==> src/logic/csb_pkg.sv <==
package csb_pkg;

  // status flag bit positions
  localparam int FLAG_C = 0;
  localparam int FLAG_Z = 1;
  localparam int FLAG_N = 2;
  localparam int FLAG_V = 3;
  localparam int FLAG_S = 4;
  localparam int FLAG_H = 5;
  localparam int FLAG_T = 6;
  localparam int FLAG_I = 7;

  // program counter width, pc and flag reset values
  localparam int        PC_W_DEF  = 9;
  localparam logic [15:0] PC_RESET = 16'h0000;
  localparam logic [7:0]  FLAGS_RESET = 8'h00;

  // bus register byte offsets
  localparam logic [3:0] OFS_FLAGS = 4'h0;
  localparam logic [3:0] OFS_PC    = 4'h4;
  localparam logic [3:0] OFS_DIFF  = 4'h8;
  localparam logic [3:0] OFS_INFO  = 4'hc;

  // info register field positions
  localparam int INFO_CYCLES_LSB = 0;
  localparam int INFO_SKIP       = 2;
  localparam int INFO_TAKEN      = 3;

  // cycle counts
  localparam logic [1:0] CYC_ONE   = 2'h1;
  localparam logic [1:0] CYC_TWO   = 2'h2;
  localparam logic [1:0] CYC_THREE = 2'h3;

  typedef enum logic [4:0] {
    op_none,
    compare_regs,
    compare_regs_with_carry,
    compare_immediate,
    skip_if_reg_bit_clear,
    skip_if_reg_bit_set,
    skip_if_io_bit_clear,
    skip_if_io_bit_set,
    branch_if_status_bit_set,
    branch_if_status_bit_clear,
    branch_if_equal,
    branch_if_not_equal,
    branch_if_carry_set,
    branch_if_carry_clear,
    branch_if_same_or_higher,
    branch_if_lower,
    branch_if_minus,
    branch_if_plus,
    branch_if_signed_ge,
    branch_if_signed_lt,
    branch_if_half_carry_set,
    branch_if_half_carry_clear,
    branch_if_transfer_bit_set,
    branch_if_transfer_bit_clear,
    branch_if_overflow_set,
    branch_if_overflow_clear
  } opcode_t;

  typedef struct packed {
    opcode_t    code;
    logic [7:0] first;
    logic [7:0] second;
    logic [7:0] immediate;
    logic [2:0] bit_sel;
    logic [7:0] io_value;
    logic [6:0] offset;
    logic       next_two_word;
  } op_t;

endpackage

==> src/logic/sub_flags.sv <==
`timescale 1ns/10ps
`default_nettype none
module sub_flags
(
  input  wire logic       i_a,
  input  wire logic       i_b,
  input  wire logic       i_cin,
  output logic            o_diff,
  output logic            o_borrow
);
  assign o_diff   = i_a ^ i_b ^ i_cin;
  assign o_borrow = (~i_a & i_b) | (~i_a & i_cin) | (i_b & i_cin);
endmodule
`default_nettype wire

==> src/logic/compare_skip_branch_unit.sv <==
// Notes on behaviour
// - register compare subtracts, sets five flags, one cycle
// - compare with carry also subtracts carry flag
// - compare immediate subtracts constant, one cycle
// - skip on clear register bit, flags kept
// - skip on set register bit, flags kept
// - skip on clear io bit, flags kept
// - skip on set io bit, flags kept
// - branch on set status bit, pc+k+1
// - branch on clear status bit, pc+k+1
// - branch if equal uses zero set
// - branch if not equal uses zero clear
// - carry set and lower branch on carry
// - carry clear and same-or-higher on no carry
// - minus branches when negative set
// - plus branches when negative clear
// - signed ge when negative xor overflow clear
// - signed lt when negative xor overflow set
// - half carry branches on set or clear
// - transfer bit branches on set or clear
// - overflow branches on set or clear
//
// Added by the designer: the register addresses and the Avalon-MM slave port.
`timescale 1ns/10ps
`default_nettype none
module compare_skip_branch_unit
#(
  parameter int PC_W = csb_pkg::PC_W_DEF
)
(
  input  wire logic             i_mclk,
  input  wire logic             i_nrst,
  input  wire logic             i_op_valid,
  input  wire csb_pkg::op_t     i_op,
  output logic                  o_op_ready,
  output logic                  o_done,
  output logic                  o_skip,
  output logic                  o_taken,
  output logic [PC_W-1:0]       o_pc,
  output logic [7:0]            o_flags,
  input  wire logic [3:0]       i_address,
  input  wire logic             i_read,
  input  wire logic             i_write,
  input  wire logic [31:0]      i_writedata,
  input  wire logic [3:0]       i_byteenable,
  output logic [31:0]           o_readdata,
  output logic                  o_waitrequest
);
  import csb_pkg::*;

  logic [7:0]      diff;
  logic [8:0]      borrow;
  logic [7:0]      sub_b;
  logic            sub_cin;
  logic            is_compare;
  logic            take;
  logic            bus_take;
  logic            bus_wr;
  logic [1:0]      count;
  logic [7:0]      last_diff;
  logic [1:0]      last_cycles;
  logic            last_skip;
  logic            last_taken;
  logic [PC_W-1:0] next_pc;
  logic [7:0]      next_flags;
  logic [1:0]      next_cycles;
  logic            next_skip;
  logic            next_taken;
  logic            branch_cond;
  logic            is_branch;
  logic            is_skip;
  logic            skip_cond;
  logic [PC_W-1:0] rel_offset;
  logic            bus_req;
  logic            rd_first;
  logic            flags_wr;
  logic            pc_wr_lo;
  logic            pc_wr_hi;
  logic            sub_ovf;
  logic            skip_hit;
  logic            branch_hit;
  logic [31:0]     info_word;
  logic [31:0]     read_word;

  assign take     = i_op_valid & o_op_ready;
  assign bus_req  = i_read | i_write;
  assign bus_take = bus_req & ~o_waitrequest;
  assign bus_wr   = bus_take & i_write;
  assign rd_first = i_read & o_waitrequest;

  // bus write decode; byte lanes gate each field
  always_comb
  begin
    flags_wr = 1'b0;
    pc_wr_lo = 1'b0;
    pc_wr_hi = 1'b0;
    if (bus_wr)
    begin
      case (i_address)
        OFS_FLAGS: flags_wr = i_byteenable[0];
        OFS_PC:
        begin
          pc_wr_lo = i_byteenable[0];
          pc_wr_hi = i_byteenable[1];
        end
        default:   flags_wr = 1'b0;
      endcase
    end
  end

  // subtraction operands
  always_comb
  begin
    is_compare = (i_op.code == compare_regs) | (i_op.code == compare_regs_with_carry)
               | (i_op.code == compare_immediate);
    sub_b   = (i_op.code == compare_immediate) ? i_op.immediate : i_op.second;
    sub_cin = (i_op.code == compare_regs_with_carry) & o_flags[FLAG_C];
  end

  assign borrow[0] = sub_cin;

  genvar g;
  generate
    for (g = 0; g < 8; g++)
    begin : g_sub
      sub_flags u_bit
      (
        .i_a      (i_op.first[g]),
        .i_b      (sub_b[g]),
        .i_cin    (borrow[g]),
        .o_diff   (diff[g]),
        .o_borrow (borrow[g+1])
      );
    end
  endgenerate

  // branch condition select
  always_comb
  begin
    is_branch   = 1'b1;
    branch_cond = 1'b0;
    case (i_op.code)
      branch_if_status_bit_set:     branch_cond = o_flags[i_op.bit_sel];
      branch_if_status_bit_clear:   branch_cond = ~o_flags[i_op.bit_sel];
      branch_if_equal:              branch_cond = o_flags[FLAG_Z];
      branch_if_not_equal:          branch_cond = ~o_flags[FLAG_Z];
      branch_if_carry_set:          branch_cond = o_flags[FLAG_C];
      branch_if_lower:              branch_cond = o_flags[FLAG_C];
      branch_if_carry_clear:        branch_cond = ~o_flags[FLAG_C];
      branch_if_same_or_higher:     branch_cond = ~o_flags[FLAG_C];
      branch_if_minus:              branch_cond = o_flags[FLAG_N];
      branch_if_plus:               branch_cond = ~o_flags[FLAG_N];
      branch_if_signed_ge:
        branch_cond = ~(o_flags[FLAG_N] ^ o_flags[FLAG_V]);
      branch_if_signed_lt:
        branch_cond = o_flags[FLAG_N] ^ o_flags[FLAG_V];
      branch_if_half_carry_set:     branch_cond = o_flags[FLAG_H];
      branch_if_half_carry_clear:   branch_cond = ~o_flags[FLAG_H];
      branch_if_transfer_bit_set:   branch_cond = o_flags[FLAG_T];
      branch_if_transfer_bit_clear: branch_cond = ~o_flags[FLAG_T];
      branch_if_overflow_set:       branch_cond = o_flags[FLAG_V];
      branch_if_overflow_clear:     branch_cond = ~o_flags[FLAG_V];
      default:                      is_branch   = 1'b0;
    endcase
  end

  // skip condition select
  always_comb
  begin
    is_skip   = 1'b1;
    skip_cond = 1'b0;
    case (i_op.code)
      skip_if_reg_bit_clear: skip_cond = ~i_op.first[i_op.bit_sel];
      skip_if_reg_bit_set:   skip_cond = i_op.first[i_op.bit_sel];
      skip_if_io_bit_clear:  skip_cond = ~i_op.io_value[i_op.bit_sel];
      skip_if_io_bit_set:    skip_cond = i_op.io_value[i_op.bit_sel];
      default:               is_skip   = 1'b0;
    endcase
  end

  assign rel_offset = {{(PC_W-7){i_op.offset[6]}}, i_op.offset};
  assign skip_hit   = is_skip & skip_cond;
  assign branch_hit = is_branch & branch_cond;

  // signed overflow of the subtraction
  assign sub_ovf = (i_op.first[7] & ~sub_b[7] & ~diff[7])
                 | (~i_op.first[7] & sub_b[7] & diff[7]);

  // next program counter, cycle count and flags
  always_comb
  begin
    next_pc     = o_pc + PC_W'(1);
    next_cycles = CYC_ONE;
    next_skip   = 1'b0;
    next_taken  = 1'b0;
    next_flags  = o_flags;
    if (is_compare)
    begin
      next_flags[FLAG_Z] = (diff == 8'h00);
      next_flags[FLAG_N] = diff[7];
      next_flags[FLAG_V] = sub_ovf;
      next_flags[FLAG_C] = borrow[8];
      next_flags[FLAG_H] = borrow[4];
    end
    else if (skip_hit)
    begin
      next_skip = 1'b1;
      if (i_op.next_two_word)
      begin
        next_pc     = o_pc + PC_W'(3);
        next_cycles = CYC_THREE;
      end
      else
      begin
        next_pc     = o_pc + PC_W'(2);
        next_cycles = CYC_TWO;
      end
    end
    else if (branch_hit)
    begin
      next_taken  = 1'b1;
      next_pc     = o_pc + rel_offset + PC_W'(1);
      next_cycles = CYC_TWO;
    end
  end

  // program counter; execution wins over a bus write
  always_ff @(posedge i_mclk)
  begin
    if (!i_nrst)
      o_pc <= PC_W'(PC_RESET);
    else if (take)
      o_pc <= next_pc;
    else
    begin
      if (pc_wr_lo)
        o_pc[7:0] <= i_writedata[7:0];
      if (pc_wr_hi)
        o_pc[PC_W-1:8] <= i_writedata[PC_W-1:8];
    end
  end

  // status flags; compares and bus writes change them, execution wins
  always_ff @(posedge i_mclk)
  begin
    if (!i_nrst)
      o_flags <= FLAGS_RESET;
    else if (take)
      o_flags <= next_flags;
    else if (flags_wr)
      o_flags <= i_writedata[7:0];
  end

  // cycle counter and ready
  always_ff @(posedge i_mclk)
  begin
    if (!i_nrst)
    begin
      count      <= 2'h0;
      o_op_ready <= 1'b0;
      o_done     <= 1'b0;
    end
    else if (take)
    begin
      count      <= next_cycles - CYC_ONE;
      o_op_ready <= (next_cycles == CYC_ONE);
      o_done     <= (next_cycles == CYC_ONE);
    end
    else if (count != 2'h0)
    begin
      count      <= count - 2'h1;
      o_op_ready <= (count == 2'h1);
      o_done     <= (count == 2'h1);
    end
    else
    begin
      o_op_ready <= 1'b1;
      o_done     <= 1'b0;
    end
  end

  // result of the last instruction
  always_ff @(posedge i_mclk)
  begin
    if (!i_nrst)
    begin
      o_skip      <= 1'b0;
      o_taken     <= 1'b0;
      last_cycles <= 2'h0;
      last_diff   <= 8'h00;
    end
    else if (take)
    begin
      o_skip      <= next_skip;
      o_taken     <= next_taken;
      last_cycles <= next_cycles;
      if (is_compare)
        last_diff <= diff;
    end
  end

  assign last_skip  = o_skip;
  assign last_taken = o_taken;

  // info word from the last instruction
  always_comb
  begin
    info_word                      = 32'h00000000;
    info_word[INFO_CYCLES_LSB +: 2] = last_cycles;
    info_word[INFO_SKIP]            = last_skip;
    info_word[INFO_TAKEN]           = last_taken;
  end

  // read data select
  always_comb
  begin
    case (i_address)
      OFS_FLAGS: read_word = {24'h000000, o_flags};
      OFS_PC:    read_word = {{(32-PC_W){1'b0}}, o_pc};
      OFS_DIFF:  read_word = {24'h000000, last_diff};
      OFS_INFO:  read_word = info_word;
      default:   read_word = 32'h00000000;
    endcase
  end

  // bus handshake: one wait cycle, then the answer
  always_ff @(posedge i_mclk)
  begin
    if (!i_nrst)
      o_waitrequest <= 1'b1;
    else if (bus_req & o_waitrequest)
      o_waitrequest <= 1'b0;
    else
      o_waitrequest <= 1'b1;
  end

  // read data
  always_ff @(posedge i_mclk)
  begin
    if (!i_nrst)
      o_readdata <= 32'h00000000;
    else if (rd_first)
      o_readdata <= read_word;
  end

endmodule
`default_nettype wire

==> config.mk <==
export PLATFORM = sky130hd
export DESIGN_NAME = compare_skip_branch_unit
export DESIGN_NICKNAME = d
export VERILOG_FILES = /design/src/logic/csb_pkg.sv /design/src/logic/sub_flags.sv /design/src/logic/compare_skip_branch_unit.sv
export SDC_FILE = /design/constraint.sdc
export NUM_CORES = 1
export LEC_CHECK = 0
export ABC_AREA = 1
export BUFFER_PORTS_ARGS = -buffer_cell sky130_fd_sc_hd__buf_2
export CAP_MARGIN = 40
export CORE_ASPECT_RATIO = 0.6
export CORE_MARGIN = 3
export CORE_UTILIZATION = 35
export CTS_BUF_LIST = sky130_fd_sc_hd__clkbuf_8
export DETAILED_ROUTE_END_ITERATION = 8
export HOLD_SLACK_MARGIN = 0.08
export PLACE_DENSITY = 0.68
export RECOVER_POWER = 25
export SLEW_MARGIN = 20
export SYNTH_ARGS = -nofsm -noshare
export SYNTH_HDL_FRONTEND = slang
export SYNTH_SLANG_ARGS = --single-unit
==> constraint.sdc <==
create_clock -name i_mclk -period 13.5 [get_ports i_mclk]
set_clock_uncertainty 0.05 [all_clocks]
set_input_delay 2.7 -clock i_mclk [delete_from_list [all_inputs] [get_ports i_mclk]]
set_output_delay 2.7 -clock i_mclk [all_outputs]
set_load 0.05 [all_outputs]
==> impl_metrics.py <==
metrics = {
    "cts": {
        "cts_max_level": 2,
        "cts.sinks": 43,
        "postCtsSetupRepairBufs": 0,
        "cts_root_buf": "clkbuf_8",
        "clk_latency_ns": 0.29,
        "cts_hold_buf": 0,
        "cts_tree": "yes",
        "cts.repair.resized": 0,
        "path_clk_slew_ns": 0.08,
        "cts_buffers": 5,
        "cts_max_path_buffers": 2,
    },
    "worst_setup_path": {
        "slowest_delay_ns": 0.46,
        "startpoint_type": "primary input",
        "worstPathArrival_ns": 7.61,
        "crit_path_top_delay_cell": "mux2_2",
        "cp_common_cell": "fa_1",
        "path_max_fanout": 9,
        "critical_path_class": "in2reg",
        "path_cells": "buf_2 -> nand2_1 -> inv_1 -> nand3_1 -> mux2_2 -> fa_1 -> inv_1 -> fa_1 -> inv_1 -> fa_1 -> fa_1 -> inv_1 -> fa_1 -> inv_1 -> fa_1 -> fa_1 -> inv_1 -> fa_1 -> nor4_1 -> nand3_1 -> a31oi_1",
        "endpoint_kind": "flop",
        "critical_path_required_ns": 13.67,
    },
    "layout": {
        "area_growth_syn_to_layout_pct": 15.2,
        "fin_util_pct": 42.6,
        "num-fill-cells": 1180,
        "drive_above_1_share_pct": 16.9,
        "antenna_cells": 0,
        "layout.nets": 834,
    },
    "sta": {
        "final.period_utilization_pct": 55.1,
        "slew-limit-headroom_pct": 22.1,
        "period_needed_ns": 7.44,
        "finalHoldViolCount": 0,
        "tightestPinTransition_ns": 1.17,
        "rsz0062_at_grt": "no",
        "fin_tns_setup_ns": 0,
        "fmax_mhz": 134,
        "finalMaxSlewViolations": 0,
        "finalSetupViolations": 0,
    },
    "pwr": {
        "irDropWorstVdd_mv": 0.0556,
        "p_leak_nw": 2.27,
        "power_density_nw_per_um2": 113,
    },
    "route": {
        "drc": 0,
        "vias": 4328,
        "first_iter_violations": 451,
        "wl_um": 12600,
        "drt-pass1-iter-count": 5,
        "viasPerCell": 5.06,
        "wl_per_cell_um": 14.8,
        "postRouteAntennaNets": 0,
    },
    "yosys": {
        "synth_cell_types": 44,
        "synth.largest_area_cell": "dfxtp_1",
        "seq_area_frac_synth_pct": 21.5,
        "syn_area_per_cell_um2": 6.43,
        "ys_ff_latch": 43,
        "synth.cell_area_um2": 4010,
        "synthesis.instances": 624,
        "synth_top_area_share_pct": 21.5,
        "synth_top_cells_by_area": "dfxtp_1 21%, nand2_1 14%, inv_1 8.6%",
        "async_reset_ff_share_pct": 0,
        "synth_flop_cell": "dfxtp_1",
        "synth-edff-count": 0,
        "yosysWarnings": 0,
    },
    "grt": {
        "grt.total_usage_pct": 19.5,
        "grt_max_degree": 31,
        "antenna_found_initial": 0,
        "gr-total-overflow": 0,
        "grt_pass1_wl_um": 19800,
        "grt_pass1_vias": 3763,
    },
    "floorplan": {
        "die_x_um": 144,
        "fp-row-count": 29,
        "fp.dieH_um": 88.9,
        "io_pins": 147,
        "start_util_pct": 37.0,
        "coreArea_um2": 10800,
        "dieArea_um2": 12800,
    },
    "place": {
        "gp_congestion": 0.934,
        "hpwlAfterDp_um": 10400,
        "port_buffers": 98,
    },
    "hold_path": {
        "hp-class": "reg2reg",
    },
    "run": {
        "drv_cap": 0,
    },
    "status": {
        "status": "finished, final reports clean",
    },
}
-- critical path: cells and delay by family --
family | cells | cell delay (ns)
adders and majority gates | 8 | 2.70
and+or+nand+nor | 4 | 0.94
buffers and inverters | 7 | 0.65
muxes | 1 | 0.46
AOI/OAI and AO/OA | 1 | 0.17
-- report_power, final --
| group | internal (W) | switching, W |
|---|---|---|
| logic | 0.0000763 | 0.000177 |
| registers | 0.000142 | 0.0000208 |
| clock network | 0.0000599 | 0.0000438 |
| total | 0.000278 | 0.000242 |
-- state kept, by name, summed over array words and instances (netlist names) --
signal / count
o_flags: 8
o_readdata: 9
last_cycles: 2
o_op_ready: 1
o_done: 1
last_diff: 8
o_skip: 1
count: 2
o_taken: 1
o_pc: 9
o_waitrequest: 1
-- layout by cell type, fill, tap and decap left out, types with 4 or more instances in the layout --
master    synthesis  routed
nand2_4           4       4
nor3_1            7       7
a21oi_1          54      54
o211ai_1          4       4
ha_1             17      17
clkbuf_1          9      17
buf_2             2      81
o21ai_0          40      40
nand2_2           7       7
nand3_1          47      47
nand2_1         145     145
conb_1            1      23
nor2_1           41      41
clkbuf_8          0       6
inv_1            92      92
xor2_1           13      13
o22ai_1          12      12
inv_2             5       5
nand4_1           5       5
fa_1              9       9
dfxtp_1          43      43
mux2_2            5       5
-- metrics by stage --
| stage | hold WS (ns) | power [W] | instances | instance area [um2] | setup slack [ns] |
|---|---|---|---|---|---|
| after detailed placement | 0.387 | 0.000414 | 847 | 4520 | 5.77 |
| final | 0.403 | 0.000520 | 855 | 4620 | 6.06 |
| after floorplan | 0.380 | 0.000352 | 646 | 4090 | 6.47 |
| after global routing | 0.436 | 0.000555 | 855 | 4620 | 5.70 |
| after global placement | 0.400 | 0.000413 | 847 | 4520 | 5.87 |
| after CTS | 0.409 | 0.000518 | 855 | 4640 | 6.07 |
-- worst paths after layout --
kind | from | end | slack, ns | depth (start not counted)
worst max-delay path | i_op[43] | o_flags[1] | 6.06 | 21
worst min-delay path | o_waitrequest | o_waitrequest | 0.40 | 1
worst max register to register | o_flags[0] | o_flags[1] | 9.09 | 18
worst min register to register | o_waitrequest | o_waitrequest | 0.40 | 1
-- per-layer routing --
layer	part of all wire, %	track usage [%]	vias up
li1	-	-	2164
met1	51	32.4	1940
met2	37	25.8	220
met3	11	3.85	4
met4	0.24	2.12	0
met5	0	0	-
-- layout make-up --
class,count,area (um2),area share [%]
sequential,43,861,18.6
timing repair buffer,99,477,10.3
tap,139,174,3.77
multi-input combinational,467,2620,56.7
clock inverter,2,35.0,0.759
clock buffer,6,82.6,1.79
inverter,99,372,8.05
-- cell families (layout without fill, tap and decap cells) --
logic type	Yosys count	count (layout)	synth area share [%]
AOI/OAI and AO/OA	128	128	17.9
xor gates and xnor gates	16	16	3.49
adders and majority gates	26	26	9.80
buffers and inverters	136	206	15.3
DFF	43	43	21.5
muxes	7	7	1.90
other	1	23	0.0935
and+or+nand+nor	267	267	30.0
-- cell usage after synthesis (4+ instances only) --
cell type  number
a21oi_1        54
buf_4          23
clkbuf_1        9
dfxtp_1        43
fa_1            9
ha_1           17
inv_1          92
inv_2           5
mux2_2          5
nand2_1       145
nand2_2         7
nand2_4         4
nand3_1        47
nand4_1         5
nor2_1         41
nor3_1          7
o211ai_1        4
o21ai_0        40
o22ai_1        12
xor2_1         13
(Power assumes the default switching activity.)
